<file path="config.mk">
export PLATFORM = sky130hd
export DESIGN_NAME = analog_fault_regs
export DESIGN_NICKNAME = d
export VERILOG_FILES = /design/src/design/fault_regs_pkg.sv /design/src/design/analog_fault_regs.sv /design/src/design/fault_flag_bank.sv /design/src/design/status_word_pack.sv
export SDC_FILE = /design/constraint.sdc
export NUM_CORES = 1
export LEC_CHECK = 0
export BUFFER_PORTS_ARGS = -buffer_cell sky130_fd_sc_hd__clkbuf_2
export CAP_MARGIN = 15
export CORE_MARGIN = 10
export CORE_UTILIZATION = 34
export DETAILED_ROUTE_END_ITERATION = 12
export PLACE_DENSITY_LB_ADDON = 0.1
export SLEW_MARGIN = 20
export SYNTH_ARGS = -nofsm -noshare
export SYNTH_HDL_FRONTEND = slang
export SYNTH_SLANG_ARGS = --single-unit
</file>
<file path="constraint.sdc">
create_clock -name mclk_in -period 0.8 [get_ports mclk_in]
set_input_delay 0 -clock mclk_in [delete_from_list [all_inputs] [get_ports mclk_in]]
set_output_delay 0 -clock mclk_in [all_outputs]
set_load 0.01 [all_outputs]
</file>
<file path="src/design/fault_regs_pkg.sv">
`default_nettype none

package fault_regs_pkg;

	// Register addresses and word layout
	localparam logic [4:0] ADDR_FLAGS = 5'h15;
	localparam logic [4:0] ADDR_STATUS = 5'h16;
	localparam int WORD_W = 22;
	localparam int FLAG_W = 14;

	// Alarm field of both words, address field of the flag word
	localparam int POS_ALARM = 21;
	localparam int ADDR_HI = 20;
	localparam int ADDR_LO = 16;

	// Fault flag positions
	localparam int POS_VOUT_OV = 13;
	localparam int POS_DCDC_SC = 11;
	localparam int POS_DCDC_PWR = 9;
	localparam int POS_IOUT_OPEN = 7;
	localparam int POS_VOUT_SC = 6;
	localparam int POS_DCDC_TEMP = 5;
	localparam int POS_MAIN_TEMP = 4;
	localparam int POS_REFERENCE_OUTPUT_NODE = 3;
	localparam int POS_REFERENCE_INPUT_NODE = 2;
	localparam int POS_INTAVCC = 1;
	localparam int POS_LDO = 0;

	// Combined status positions
	localparam int POS_DIG_SUM = 20;
	localparam int POS_ANA_SUM = 19;
	localparam int POS_WDT = 18;
	localparam int POS_ADC_BUSY = 17;
	localparam int ADC_CH_HI = 16;
	localparam int ADC_CH_LO = 12;
	localparam int ADC_DATA_HI = 11;

	// Implemented flags; bits 15:14, 12, 10 and 8 hold no state
	localparam logic [FLAG_W-1:0] FLAG_IMPL_MASK = 14'h2aff;
	localparam logic [FLAG_W-1:0] FLAG_RESET = 14'h0000;
	localparam logic [WORD_W-1:0] RST_FLAGS_WORD = 22'h150000;
	localparam logic [WORD_W-1:0] RST_STATUS_WORD = 22'h100000;
	localparam logic [WORD_W-1:0] WORD_ZERO = 22'h000000;

	// Read answer arrives this many cycles after the request
	localparam int READ_LATENCY = 1;

	typedef logic [FLAG_W-1:0] flag_vec_t;
	typedef logic [WORD_W-1:0] word_t;

	// Raw detector outputs, level sensitive
	typedef struct packed {
		logic vout_ovr;
		logic dcdc_short;
		logic dcdc_regulation;
		logic iout_open;
		logic iout_headroom;
		logic vout_short;
		logic dcdc_overtemp;
		logic main_overtemp;
		logic reference_output_node_window;
		logic reference_output_node_ilimit;
		logic reference_input_node_window;
		logic intavcc_window;
		logic ldo_window;
		logic ldo_ilimit;
	} fault_cond_s;

	typedef struct packed {
		logic wr;
		logic rd;
		logic [4:0] addr;
		word_t wdata;
	} reg_req_s;

	typedef struct packed {
		logic valid;
		logic hit;
		word_t data;
	} reg_resp_s;

	typedef struct packed {
		logic wdt;
		logic busy;
		logic [4:0] ch;
		logic [11:0] data;
	} adc_status_s;

	// Map detector conditions onto flag positions
	function automatic flag_vec_t fault_events(input fault_cond_s c);
		flag_vec_t ev;
		ev = FLAG_RESET;
		ev[POS_VOUT_OV] = c.vout_ovr;
		ev[POS_DCDC_SC] = c.dcdc_short;
		ev[POS_DCDC_PWR] = c.dcdc_regulation;
		ev[POS_IOUT_OPEN] = c.iout_open | c.iout_headroom;
		ev[POS_VOUT_SC] = c.vout_short;
		ev[POS_DCDC_TEMP] = c.dcdc_overtemp;
		ev[POS_MAIN_TEMP] = c.main_overtemp;
		ev[POS_REFERENCE_OUTPUT_NODE] = c.reference_output_node_window | c.reference_output_node_ilimit;
		ev[POS_REFERENCE_INPUT_NODE] = c.reference_input_node_window;
		ev[POS_INTAVCC] = c.intavcc_window;
		ev[POS_LDO] = c.ldo_window | c.ldo_ilimit;
		return ev;
	endfunction

endpackage

`default_nettype wire

</file>
<file path="src/design/analog_fault_regs.sv">
// Operation
// - Fault flags at 0x15, reset reads 0x150000
// - Writing 1 clears or refreshes a flag
// - Disabled diagnostic flags always read zero
// - Bit 21 shows inverted alarm pin level
// - Bits 20:16 return the register address
// - Bit 13: output pin outside supply band
// - Bit 11: positive converter short circuit
// - Bit 9: positive converter cannot regulate
// - Bit 7: current open or no headroom
// - Bit 6: voltage output short circuit
// - Bit 5: converter die overtemperature
// - Bit 4: main die overtemperature
// - Bit 3: reference output window or limit
// - Bit 2: reference input out of window
// - Bit 1: internal analog supply out of window
// - Bit 0: regulator node window or limit
// - Combined status at 0x16, reset 0x100000
// - Status carries converter, watchdog, summaries, alarm
// - Status bit 19 ORs flag bits 13:0
`timescale 1ns/1ps
`default_nettype none

module analog_fault_regs (
	// Clock and reset
	input wire logic mclk_in,
	input wire logic rst_n_in,
	// Register access from the device core
	input wire fault_regs_pkg::reg_req_s req_in,
	output var fault_regs_pkg::reg_resp_s resp_out,
	// Fault detectors and their enables
	input wire fault_regs_pkg::fault_cond_s cond_in,
	input wire fault_regs_pkg::flag_vec_t diag_enable_in,
	// Pin and neighbouring status
	input wire logic alarm_pin_n_in,
	input wire fault_regs_pkg::adc_status_s adc_status_in,
	input wire logic digital_fault_summary_in,
	// Status towards the device core
	output var logic analog_fault_summary_out,
	output var logic ro_write_out
);
	import fault_regs_pkg::*;

	flag_vec_t events;
	flag_vec_t clear_vec;
	flag_vec_t flags_raw;
	flag_vec_t visible;
	word_t flags_word;
	word_t status_word;
	logic wr_flags;
	logic wr_status;
	logic rd_flags;
	logic rd_status;
	reg_resp_s resp_r;
	reg_resp_s resp_nxt;
	logic summary_r;
	logic summary_nxt;
	logic ro_write_r;
	logic ro_write_nxt;

	// One compare for every strobe and address pair
	function automatic logic strobe_at(input logic strobe, input logic [4:0] addr, input logic [4:0] target);
		return strobe && (addr == target);
	endfunction

	// Address decode of the single-cycle request strobes
	assign wr_flags = strobe_at(req_in.wr, req_in.addr, ADDR_FLAGS);
	assign wr_status = strobe_at(req_in.wr, req_in.addr, ADDR_STATUS);
	assign rd_flags = strobe_at(req_in.rd, req_in.addr, ADDR_FLAGS);
	assign rd_status = strobe_at(req_in.rd, req_in.addr, ADDR_STATUS);

	// Detector levels become flag events; write data bits become clears
	assign events = fault_events(cond_in);
	assign clear_vec = wr_flags ? req_in.wdata[FLAG_W-1:0] : FLAG_RESET;

	// Sticky flag storage with enable gating
	fault_flag_bank u_bank (
		.mclk_in(mclk_in),
		.rst_n_in(rst_n_in),
		.set_in(events),
		.enable_in(diag_enable_in),
		.clear_in(clear_vec),
		.flags_out(flags_raw),
		.visible_out(visible)
	);

	// Readback word assembly
	status_word_pack u_pack (
		.alarm_pin_n_in(alarm_pin_n_in),
		.digital_fault_summary_in(digital_fault_summary_in),
		.visible_in(visible),
		.adc_status_in(adc_status_in),
		.flags_word_out(flags_word),
		.status_word_out(status_word)
	);

	// Read answer, summary and read-only write report
	// A read in the same cycle as a clear returns the pre-clear flags
	always_comb begin
		resp_nxt.valid = req_in.rd;
		resp_nxt.hit = rd_flags || rd_status;
		if (rd_flags) begin
			resp_nxt.data = flags_word;
		end else if (rd_status) begin
			resp_nxt.data = status_word;
		end else begin
			resp_nxt.data = WORD_ZERO;
		end
		summary_nxt = |visible;
		ro_write_nxt = wr_status; // Status is read only; write is reported, not stored
	end

	always_ff @(posedge mclk_in) begin
		if (!rst_n_in) begin
			resp_r <= '0;
			summary_r <= 1'b0;
			ro_write_r <= 1'b0;
		end else begin
			resp_r <= resp_nxt;
			summary_r <= summary_nxt;
			ro_write_r <= ro_write_nxt;
		end
	end

	assign resp_out = resp_r;
	assign analog_fault_summary_out = summary_r;
	assign ro_write_out = ro_write_r;
endmodule

`default_nettype wire

</file>
<file path="src/design/fault_flag_bank.sv">
`timescale 1ns/1ps
`default_nettype none

module fault_flag_bank (
	// Clock and reset
	input wire logic mclk_in,
	input wire logic rst_n_in,
	// Events and host clears
	input wire fault_regs_pkg::flag_vec_t set_in,
	input wire fault_regs_pkg::flag_vec_t enable_in,
	input wire fault_regs_pkg::flag_vec_t clear_in,
	// Stored and visible flags
	output fault_regs_pkg::flag_vec_t flags_out,
	output fault_regs_pkg::flag_vec_t visible_out
);
	import fault_regs_pkg::*;

	flag_vec_t flags_r;
	flag_vec_t flags_nxt;

	// Sticky flags; a live enabled event beats a same-cycle clear so nothing is lost
	always_comb begin
		flags_nxt = (flags_r & ~clear_in) | (set_in & enable_in & FLAG_IMPL_MASK);
	end

	always_ff @(posedge mclk_in) begin
		if (!rst_n_in) begin
			flags_r <= FLAG_RESET;
		end else begin
			flags_r <= flags_nxt;
		end
	end

	// Disabled diagnostics read as zero even if a stale flag is stored
	assign flags_out = flags_r;
	assign visible_out = flags_r & enable_in & FLAG_IMPL_MASK;

endmodule

`default_nettype wire

</file>
<file path="src/design/status_word_pack.sv">
`timescale 1ns/1ps
`default_nettype none

module status_word_pack (
	// Sources
	input wire logic alarm_pin_n_in,
	input wire logic digital_fault_summary_in,
	input wire fault_regs_pkg::flag_vec_t visible_in,
	input wire fault_regs_pkg::adc_status_s adc_status_in,
	// Packed readback words
	output fault_regs_pkg::word_t flags_word_out,
	output fault_regs_pkg::word_t status_word_out
);
	import fault_regs_pkg::*;

	// Both words carry the inverted alarm level as seen right now
	always_comb begin
		flags_word_out = WORD_ZERO;
		flags_word_out[POS_ALARM] = ~alarm_pin_n_in;
		flags_word_out[ADDR_HI:ADDR_LO] = ADDR_FLAGS;
		flags_word_out[FLAG_W-1:0] = visible_in;
		status_word_out = WORD_ZERO;
		status_word_out[POS_ALARM] = ~alarm_pin_n_in;
		status_word_out[POS_DIG_SUM] = digital_fault_summary_in;
		status_word_out[POS_ANA_SUM] = |visible_in;
		status_word_out[POS_WDT] = adc_status_in.wdt;
		status_word_out[POS_ADC_BUSY] = adc_status_in.busy;
		status_word_out[ADC_CH_HI:ADC_CH_LO] = adc_status_in.ch;
		status_word_out[ADC_DATA_HI:0] = adc_status_in.data;
	end

endmodule

`default_nettype wire

</file>
---- After elaboration in Yosys (flattened, before gate mapping) ----
Index checks and enable logic that the tools add are counted.
word-level totals
  bits of input ports ..................... 80
  output and inout bits ................... 26
  register bits after elaboration ......... 40
operators by class
  multiplexer cells ....................... 3
  reduce and logical (&&, ||, !) cells .... 7
  bitwise gates (word level) .............. 11
  equality and inequality tests ........... 2
operator list
  cell                count
  $mux 22             2
  $and 14x14->14      3
  $mux 14             1
  $not 14->14         1
  $or 14x14->14       1
  $reduce_or 11->1    1
  $eq 5x5->1 const B  2
  $logic_and 1x1->1   4
  $not 1->1           3
  $or 1x1->1          3
  $reduce_or 3->1     1
  $logic_or 1x1->1    1

---- Logic depth before layout (Yosys ltp) ----
Gate-level depths: netlist of run 1.
  depth after elaboration ................. 6
  mapped depth ............................ 5
  gate-level depth less buffers ........... 3

---- Hierarchy ----
Synthesis of run 1 repeated with hierarchy kept, for this count alone.
second synthesis, totals
  cell total of the unflattened synthesis .. 270
  area total of the unflattened synthesis .. 2542.4 µm²
modules (own cells, without submodules)
  module             times used  cells each  area an instance (µm²)  seq. area each (µm²)
  analog_fault_regs  1           154         1554.0                  520.5
  fault_flag_bank    1           66          633.1                   280.3
  status_word_pack   1           50          355.3                   0.0

---- Worst setup path after synthesis of run 1 ----
Ideal clock, no wire load.
  kind .................................... reg-to-reg
  start point ............................. register u_bank.flags_r[7], in the netlist u_bank.flags_out[7]
  end point ............................... register resp_r (netlist bit resp_out[19])
  setup slack ............................. -98 ps
  period minus slack after synthesis ...... 898 ps
  library setup time ...................... 135 ps
  stages on the path, launching flop included .. 3
  path buffers ............................ 0
  arrival ................................. 763 ps
  cells stage by stage .................... dfxtp_1 -> a222oi_1 -> a21boi_0
on the way
  word-level cells in the longest chain between the ends .. 2
RTL lines
  item                    RTL line                  source
  from (decl)             fault_flag_bank.sv:18     flag_vec_t flags_r;
  from (signal assigned)  fault_flag_bank.sv:30     flags_r <= flags_nxt;
  $and 14x14->14          fault_flag_bank.sv:36     assign visible_out = flags_r & enable_in & FLAG_IMPL_MASK;
  $reduce_or 11->1        status_word_pack.sv:25    status_word_out[POS_ANA_SUM] = |visible_in;
  to (signal assigned)    analog_fault_regs.sv:119  resp_r <= resp_nxt;
  to (decl)               analog_fault_regs.sv:54   reg_resp_s resp_r;
No other way between the ends.
A chain may end at the register's enable or synchronous reset.

---- Final worst setup path of run 1 ----
  start point ............................. register u_bank.flags_r[6], in the netlist u_bank.flags_out[6]
  end point ............................... register summary_r, in the netlist analog_fault_summary_out
on the way
  word-level cells in the longest chain between the ends .. 2
RTL lines
  item                  RTL line                  source
  $and 14x14->14        fault_flag_bank.sv:36
  $reduce_or 11->1      analog_fault_regs.sv:109  summary_nxt = |visible;
  to (signal assigned)  analog_fault_regs.sv:120  summary_r <= summary_nxt;
  to (decl)             analog_fault_regs.sv:56   logic summary_r;
No other way between the ends.

==> results of run 1 <==
worst reg2reg max path: cells and delay by family, from the launching register on:
| family | cells | cell delay (ns) |
|---|---|---|
| flip-flops | 1 | 0.32 |
| AO/OA/AOI/OAI | 2 | 0.52 |
cells in the mapped netlist (all sizes together), types with 2 or more instances:
library cell,instances
a311oi,8
o31ai,3
o21ai,3
nand2b,2
a21o,3
and2,6
buf,4
a32o,11
a21oi,13
nor3,3
nand2,9
a22oi,4
dfxtp,37
inv,5
per-stage QoR:
| step | TNS [ns] | cell area, sq um |
|---|---|---|
| floorplan | -0.132 | 1330 |
| global placement | -2.89 | 1990 |
| detailed placement | -3.41 | 1990 |
| CTS | -0.338 | 2500 |
| global route | -0.579 | 2550 |
| finish | -0.333 | 2550 |
per-layer routing:
layer	vias up	track usage (%)	routed length [um]
li1	768	-	-
met1	712	15.8	1930
met2	89	27.1	2670
met3	13	6.48	603
met4	0	6.86	106
met5	-	0	0
cell type report:
| class | instances | area share (%) |
|---|---|---|
| multi-input combinational | 73 | 22.1 |
| tap | 48 | 2.35 |
| sequential | 37 | 29.4 |
| clock inverter | 3 | 0.687 |
| clock buffer | 5 | 2.70 |
| timing repair buffer | 154 | 42.1 |
| inverter | 5 | 0.736 |
logic make-up after synthesis:
kind of cell | after synthesis | share of synthesized area [%]
compound gates | 48 | 27.1
flops | 37 | 55.7
simple gates | 25 | 13.0
buf+inv | 10 | 4.14
sequential cells by signal, summed over array words and instances, names as in the netlist:
signal	cells
ro_write_out	1
u_bank.flags_out	11
resp_out	24
analog_fault_summary_out	1
where the power goes:
| group | internal, mW | switching [mW] | leakage [nW] |
|---|---|---|---|
| combinational | 0.412 | 0.253 | 0.892 |
| clock | 0.601 | 0.657 | 0.0439 |
| sequential | 1.90 | 0.0314 | 0.304 |
worst min-delay path by stage:
stage / startpoint / to
2_1_floorplan: alarm_pin_n_in / resp_out[21]
3_3_place_gp: alarm_pin_n_in / resp_out[21]
3_5_place_dp: alarm_pin_n_in / resp_out[21]
4_1_cts: diag_enable_in[5] / resp_out[5]
5_1_grt: diag_enable_in[6] / resp_out[6]
6_report: diag_enable_in[1] / u_bank.flags_out[1]
repair_timing:
action / CTS / global route
hold buffers: 41 / 1
hold endpoints to repair: 29 / 1
pin swaps: 7 / 12
resized for setup: 6 / 12
setup endpoints to repair: 8 / 17
==> impl_metrics.csv, run 1 <==
group,metric,value,unit
pwr,p_per_area,1510,nW/um^2
cells_and_area,multi_input_area,563,sq um
place,dpl.cell_count,275,
setup_path,r2r-start,"u_bank.flags_out[6]",
cells_and_area,antenna_cells,0,
place,detailedPlace.worstSlack,-0.169,ns
setup_path,startpoint_type,"register",
sta,tightest_slew,0.391,ns
sta,slew_violations,0,
detailed_routing,ant_nets,0,
place,gp_congestion,0.729,
yosys,synth.area.top_cells,"dfxtp_1 56%, a32o_1 8.3%, a311oi_1 5.3%",
floorplanning,pin_count,106,
sta,finClkSkew,0.00726,ns
yosys,synth_cells,120,
detailed_routing,postRouteWirelength,5310,um
yosys,yosys_warnings,0,
setup_path,crit_slowest_cell,"a222oi_1",
clocking,clkTransAtPathRegs,0.08,ns
detailed_routing,drc,0,
clocking,cts_buffers,5,
floorplanning,num_rows,22,
setup_path,critPathMaxStageDelay,0.40,ns
setup_path,critPathCapture,"analog_fault_summary_out",
place,hpwl,3720,um
global_routing,grtUsageTotal,15.5,%
job,cap_violations,0,
cells_and_area,area_growth,92.0,%
place,numPortBuffers,91,
floorplanning,die_area,6810,sq um
setup_path,worstReg2RegEnd,"analog_fault_summary_out",
setup_path,critPathMaxFanout,2,
sta,period_minus_slack,0.960,ns
sta,setup-violations-final,4,
setup_path,worst-path-stages,2,
global_routing,grt.overflow.total,0,
pwr,ir_worst_vdd,0.00106,V
yosys,synthArstFlopShare,0,%
clocking,cts_sinks,37,
floorplanning,dieWidth,82.5,um
global_routing,grt_max_degree,15,
setup_path,rr_worst_depth,2,
clocking,cts_max_path_buffers,2,
floorplanning,coreArea,3720,sq um
global_routing,grt_pass1_vias,1729,
yosys,ys_ff_latch,37,
detailed_routing,via_per_inst,4.87,
global_routing,grt_first_pass_wirelength,8110,um
setup_path,crit_buf_inv,0,
floorplanning,die_h,82.5,um
cells_and_area,fin_cells,325,
sta,fmax,1040,MHz
setup_path,cp.arrival,1.11,ns
floorplanning,initial_core_util,35.8,%
cells_and_area,regArea,749,sq um
sta,whs,0.00564,ns
sta,slew_headroom,73.9,%
sta,finalHoldViolCount,0,
yosys,netlist.top_cell.by_area,"dfxtp_1",
yosys,ys_types,27,
clocking,insertion_delay,0.29,ns
outcome,violations,"negative setup slack",
detailed_routing,vias,1582,
setup_path,critPathKind,"reg -> reg",
global_routing,grt_antenna_before_repair,0,
yosys,syn-cell-area,1330,sq um
outcome,status,"complete, but fails checks",
pwr,cellLeakagePower,1.24,nW
clocking,cts_root_buf,"clkbuf_8",
detailed_routing,drt_iter0_drc,59,
sta,setup_ws,-0.160,ns
min_path,whs_path_depth,3,
cells_and_area,fin_util,68.7,%
setup_path,required,0.95,ns
cells_and_area,final_cell_mix,"91 x clkbuf_2, 42 x dlygate4sd3_1, 30 x dfxtp_1, 15 x buf_4",
setup_path,ff2ff_setup_slack,-0.16,ns
detailed_routing,first_pass_iters,4,
yosys,synth-edff-count,0,
clocking,post_cts_buffers,0,
setup_path,cpLargestDelayFamily,"compound AO/OA/AOI/OAI gates",
cells_and_area,drive_gt1_share,50.2,%
sta,fin_crit_sh,120,%
cells_and_area,final_common_cell,"clkbuf_2",
setup_path,crit_chain,"a222oi_1 -> a21oi_1",
yosys,ys_seq_area_share,55.7,%
cells_and_area,num-nets-final,356,
detailed_routing,wire_per_inst,16.3,um
min_path,min_path_type,"in -> reg",
pwr,power,3.85,mW
setup_path,cp-startpoint,"u_bank.flags_out[6]",
cells_and_area,nFillCells,287,
clocking,h-tree-depth,2,
yosys,synthFlopType,"dfxtp_1",
setup_path,endpoint_kind,"register",
clocking,cts_tree,"yes",
yosys,synth_top_area_share,55.7,%
yosys,syn_area_per_cell,11.1,sq um
sta,grt_setup_unrepaired,"yes",
yosys,syn-num-nets,200,
Power figures use the tool's default switching activity.
==> run 2: changes to the inputs <==
--- a/config.mk
+++ b/config.mk
@@ -11,6 +11,7 @@
 export CORE_UTILIZATION = 34
 export DETAILED_ROUTE_END_ITERATION = 12
 export PLACE_DENSITY_LB_ADDON = 0.1
+export RECOVER_POWER = 50
 export SLEW_MARGIN = 20
 export SYNTH_ARGS = -nofsm -noshare
 export SYNTH_HDL_FRONTEND = slang
==> run 2 against run 1 <==
  * The flow still finishes with violations (negative setup slack)
  * Hold slack about the same
  * Combinational power is 0.6% lower
  * Final area is 0.98% lower
  * Fmax is 0.45% lower
  * Highest routed layer unchanged
  * Die area did not move
  * Sequential share of layout area is 0.24 points higher
  * First-iteration DRC count is the same
  * Clock power hardly changed
  * Setup slack lost 0.0044 ns
  * Utilization fell by 0.67 points
  * Routed wire length grew 0.24%
==> impl_metrics.csv, run 2 (synthesis gave the netlist of run 1 again) <==
group,metric,value,unit
sta,tightest_slew,0.395,ns
cells_and_area,antenna_cells,0,
cells_and_area,fin_util,68.0,%
floorplanning,dieWidth,82.5,um
floorplanning,coreArea,3720,sq um
sta,setup-violations-final,4,
pwr,ir_worst_vdd,0.00104,V
floorplanning,num_rows,22,
cells_and_area,final_cell_mix,"81 x clkbuf_2, 42 x dlygate4sd3_1, 31 x dfxtp_1, 12 x buf_4",
detailed_routing,ant_nets,0,
clocking,clkTransAtPathRegs,0.08,ns
clocking,insertion_delay,0.29,ns
pwr,power,3.85,mW
place,hpwl,3720,um
pwr,p_per_area,1520,nW/um^2
cells_and_area,final_common_cell,"clkbuf_2",
sta,slew_headroom,73.7,%
pwr,p_comb_share,17.2,%
floorplanning,die_area,6810,sq um
setup_path,critPathKind,"reg -> reg",
sta,setup_ws,-0.164,ns
detailed_routing,dr_wl_met2,2670,um
sta,fmax,1040,MHz
detailed_routing,routed.top_layer,"met4",
outcome,status,"complete, but fails checks",
sta,slew_violations,0,
setup_path,critPathMaxFanout,2,
detailed_routing,vias,1584,
global_routing,grt_first_pass_wirelength,8110,um
setup_path,endpoint_kind,"register",
setup_path,required,0.96,ns
detailed_routing,postRouteWirelength,5320,um
pwr,pwr-share-seq,50.2,%
pwr,p_clk_share,32.6,%
sta,period_minus_slack,0.964,ns
clocking,cts_root_buf,"clkbuf_8",
pwr,switchingPower,0.940,mW
global_routing,grt_pass1_vias,1729,
pwr,cellLeakagePower,1.20,nW
detailed_routing,first_pass_iters,4,
global_routing,grt_antenna_before_repair,0,
sta,finalHoldViolCount,0,
floorplanning,pin_count,106,
global_routing,grt.overflow.total,0,
clocking,post_cts_buffers,0,
clocking,cts_max_path_buffers,2,
pwr,sw_frac_of_total,24.4,%
floorplanning,initial_core_util,35.8,%
detailed_routing,drt_iter0_drc,59,
job,cap_violations,0,
cells_and_area,drive_gt1_share,45.5,%
outcome,violations,"negative setup slack",
floorplanning,die_h,82.5,um
cells_and_area,num-nets-final,356,
place,gp_congestion,0.729,
detailed_routing,met1_length,1940,um
setup_path,cp.arrival,1.12,ns
sta,finClkSkew,0.00726,ns
detailed_routing,via_per_inst,4.87,
cells_and_area,largest_reg_flops,24,
sta,fin_crit_sh,121,%
pwr,p_int,2.91,mW
global_routing,grt_max_degree,15,
clocking,cts_sinks,37,
clocking,cts_tree,"yes",
clocking,h-tree-depth,2,
detailed_routing,wire_per_inst,16.4,um
cells_and_area,area_growth,90.1,%
place,numPortBuffers,91,
detailed_routing,met3_wirelength,609,um
setup_path,startpoint_type,"register",
global_routing,grtUsageTotal,15.5,%
detailed_routing,drc,0,
min_path,min_path_type,"in -> reg",
clocking,cts_buffers,5,
sta,grt_setup_unrepaired,"yes",
sta,setup_tns,-0.342,ns
[run 2: cell count changes in the layout (fill, tap and decap cells not counted), sizes merged]
| cell | previous run | this run |
|---|---|---|
| buf | 21 | 19 |
| clkbuf | 96 | 98 |
[run 2: worst max-delay path, cell delays in order (launching register included)]
cell      delay (ns)
dfxtp_1         0.32
a222oi_1        0.40
a21boi_1        0.12
[run 2: path summary, 6_finish.rpt]
path	startpoint	to	slack, ns	depth (start not counted)
hold / removal	diag_enable_in[1]	u_bank.flags_out[1]	0.006	3
hold reg to reg	u_bank.flags_out[7]	u_bank.flags_out[7]	0.60	3
setup reg to reg	u_bank.flags_out[6]	resp_out[19]	-0.16	2
setup / recovery	u_bank.flags_out[6]	resp_out[19]	-0.16	2
[run 2: metrics by stage]
step | setup WS (ns) | cells | area (sq um) | hold WS (ns)
floorplan | -0.0778 | 120 | 1330 | 0.0776
global placement | -0.155 | 275 | 1990 | 0.168
detailed placement | -0.169 | 275 | 1990 | 0.180
CTS | -0.171 | 324 | 2500 | 0.00272
global route | -0.214 | 325 | 2530 | 0.0143
finish | -0.164 | 325 | 2530 | 0.00576
[run 2: final cells by class]
class / count / area (sq um)
Fill cell: 299 / 1190
Clock inverter: 3 / 17.5
Timing Repair Buffer: 154 / 1050
Multi-Input combinational cell: 73 / 558
Clock buffer: 5 / 68.8
Tap cell: 48 / 60.1
Sequential cell: 37 / 748
Inverter: 5 / 18.8
[run 2: power by group through the flow]
stage	combinational, mW	clock, mW	sequential (mW)
after global placement	0.450	0	1.96
after floorplan	0.137	0	1.97
after global routing	0.717	1.37	1.94
final	0.661	1.26	1.93
after detailed placement	0.465	0	1.96
after CTS	0.625	1.28	1.92
[run 2: metal layers]
| metal | global-route usage (%) | vias to the layer above |
|---|---|---|
| met5 | 0 | - |
| met4 | 6.86 | 0 |
| met3 | 6.48 | 13 |
| met2 | 27.1 | 93 |
| met1 | 15.8 | 710 |
| li1 | - | 768 |
[run 2: repair_timing]
action / CTS / global route
setup endpoints to repair: 8 / 17
hold buffers: 41 / 1
endpoints found under the hold margin: 29 / 1
pin swaps: 7 / 12
resized for setup: 6 / 12
==> run 3: changes to the inputs <==
--- a/config.mk
+++ b/config.mk
@@ -8,7 +8,8 @@
 export BUFFER_PORTS_ARGS = -buffer_cell sky130_fd_sc_hd__clkbuf_2
 export CAP_MARGIN = 15
 export CORE_MARGIN = 10
-export CORE_UTILIZATION = 34
+export CORE_UTILIZATION = 38
+export CTS_BUF_LIST = sky130_fd_sc_hd__clkbuf_8 sky130_fd_sc_hd__clkbuf_16
 export DETAILED_ROUTE_END_ITERATION = 12
 export PLACE_DENSITY_LB_ADDON = 0.1
 export RECOVER_POWER = 50
==> constraint.sdc (replaced) <==
create_clock -name mclk_in -period 0.9 [get_ports mclk_in]
set_input_delay 0 -clock mclk_in [delete_from_list [all_inputs] [get_ports mclk_in]]
set_output_delay 0 -clock mclk_in [all_outputs]
set_load 0.01 [all_outputs]
==> run 3 against run 2 <==
  * The run ends with negative hold slack, negative setup slack left
  * Combinational power shrank 21%
  * Highest routed layer unchanged
  * Critical path depth up 1
  * Via count is 5.2% lower
==> impl_metrics.csv, run 3 (synthesis gave the netlist of run 1 again) <==
group,metric,value,unit
outcome,status,"complete, but fails checks",
outcome,violations,"negative hold slack, negative setup slack",
setup_path,cp.arrival,1.09,ns
global_routing,grt_util_met2,27.7,%
min_path,min_from,"cond_in[3]",
min_path,min_to,"u_bank.flags_out[2]",
floorplanning,coreArea,3360,sq um
cells_and_area,nFillCells,307,
detailed_routing,ant_nets,0,
sta,slew_violations,0,
pwr,power,3.35,mW
cells_and_area,fin_util,69.8,%
floorplanning,die_h,79.1,um
setup_path,crit_buf_inv,0,
global_routing,grt_busiest_layer,"met2",
setup_path,r2r-start,"u_bank.flags_out[9]",
setup_path,critPathMaxFanout,2,
clocking,insertion_delay,0.28,ns
global_routing,grt_max_degree,15,
cells_and_area,antenna_cells,0,
global_routing,gr-usage-met3,7.32,%
detailed_routing,drc,0,
floorplanning,dieWidth,79.1,um
clocking,h-tree-depth,2,
cells_and_area,largest_reg_flops,24,
global_routing,grtUsageTotal,15.6,%
sta,finalHoldViolCount,1,
setup_path,critPathKind,"reg -> reg",
sta,grt_setup_unrepaired,"yes",
min_path,whs_path_depth,3,
cells_and_area,final_common_cell,"clkbuf_2",
setup_path,ff2ff_setup_slack,-0.04,ns
floorplanning,die_area,6260,sq um
setup_path,critPathMaxStageDelay,0.33,ns
min_path,min_path_type,"in -> reg",
setup_path,required,1.05,ns
place,hpwl,3540,um
setup_path,crit_slowest_cell,"dfxtp_2",
sta,finClkSkew,0.00414,ns
setup_path,rr_worst_depth,3,
place,gp_congestion,0.747,
global_routing,grt_antenna_before_repair,0,
detailed_routing,drt_iter0_drc,38,
place,numPortBuffers,91,
setup_path,startpoint_type,"register",
global_routing,grt_first_pass_wirelength,7960,um
detailed_routing,via_per_inst,4.85,
detailed_routing,postRouteWirelength,4760,um
sta,setup-violations-final,2,
sta,setup_ws,-0.0431,ns
clocking,cts_tree,"yes",
cells_and_area,drive_gt1_share,41.7,%
detailed_routing,vias,1502,
pwr,ir_worst_vdd,0.00104,V
cells_and_area,num-nets-final,344,
global_routing,met1_usage,16.4,%
sta,fin_crit_sh,105,%
place,detailedPlace.worstSlack,-0.0774,ns
cells_and_area,final_cell_mix,"75 x clkbuf_2, 35 x dfxtp_1, 32 x dlygate4sd3_1, 17 x clkbuf_1, 17 x buf_4",
floorplanning,initial_core_util,39.5,%
sta,fmax,1060,MHz
pwr,cellLeakagePower,1.12,nW
floorplanning,num_rows,21,
sta,whs,-0.00000930,ns
pwr,p_per_area,1430,nW/um^2
sta,period_minus_slack,0.943,ns
sta,tightest_slew,0.339,ns
floorplanning,pin_count,106,
clocking,cts_max_path_buffers,2,
setup_path,endpoint_kind,"register",
job,cap_violations,0,
clocking,cts_buffers,5,
clocking,cts_sinks,37,
setup_path,worstReg2RegEnd,"analog_fault_summary_out",
setup_path,cpLargestDelayFamily,"flip-flops",
setup_path,crit_chain,"a22oi_2 -> and4_4 -> a21oi_1",
clocking,clkTransAtPathRegs,0.07,ns
cells_and_area,regArea,743,sq um
clocking,post_cts_buffers,0,
clocking,cts_root_buf,"clkbuf_8",
global_routing,grt_pass1_vias,1685,
cells_and_area,multi_input_area,552,sq um
sta,setup_tns,-0.0681,ns
detailed_routing,first_pass_iters,4,
detailed_routing,wire_per_inst,15.4,um
sta,slew_headroom,77.4,%
global_routing,grt.overflow.total,0,
cells_and_area,area_growth,76.7,%
-- run 3: where the power goes --
part           leakage (nW)  internal (mW)  switching [mW]
sequential            0.302           1.69          0.0240
combinational         0.769          0.317           0.206
clock                0.0485          0.595           0.518
total                  1.12           2.60           0.748
-- run 3: cell type report --
class | count | share of cell area [%]
Timing Repair Buffer | 142 | 37.9
Sequential cell | 37 | 31.6
Multi-Input combinational cell | 73 | 23.5
Clock buffer | 6 | 3.52
Tap cell | 46 | 2.45
Inverter | 5 | 0.799
Clock inverter | 1 | 0.160
-- run 3: metrics by stage --
step / instance area, sq um / cells
finish: 2350 / 310
global route: 2350 / 310
CTS: 2370 / 310
detailed placement: 1950 / 271
global placement: 1950 / 271
floorplan: 1330 / 120
-- run 3: per-layer routing --
metal / share of wire, % / up-vias
met4: 1.2 / 0
met2: 51 / 68
met3: 9.7 / 7
li1: - / 743
met5: 0 / -
met1: 38 / 684
-- run 3: repair_timing --
item | in CTS | in global routing
pin swaps | 3 | 8
endpoints found under the hold margin | 29 | 0
hold buffers | 32 | 0
setup endpoints to repair | 3 | 7
gates resized for setup | 4 | 4
gates cloned | 0 | 0
-- run 3: how the worst max path moves through the flow --
stage,startpoint,endpoint,slack [ns],cells past startpoint
2_1_floorplan,u_bank.flags_out[7],resp_out[19],0.002,2
3_3_place_gp,u_bank.flags_out[9],resp_out[19],-0.07,3
3_5_place_dp,u_bank.flags_out[9],resp_out[19],-0.08,3
4_1_cts,u_bank.flags_out[9],analog_fault_summary_out,-0.05,3
5_1_grt,u_bank.flags_out[7],resp_out[19],-0.11,2
6_report,u_bank.flags_out[9],analog_fault_summary_out,-0.04,3
-- run 3: worst min-delay path: cells and delay by family --
kind / cells / cell delay, ns
buf+inv: 1 / 0.09
simple gates: 1 / 0.06
compound gates: 1 / 0.08
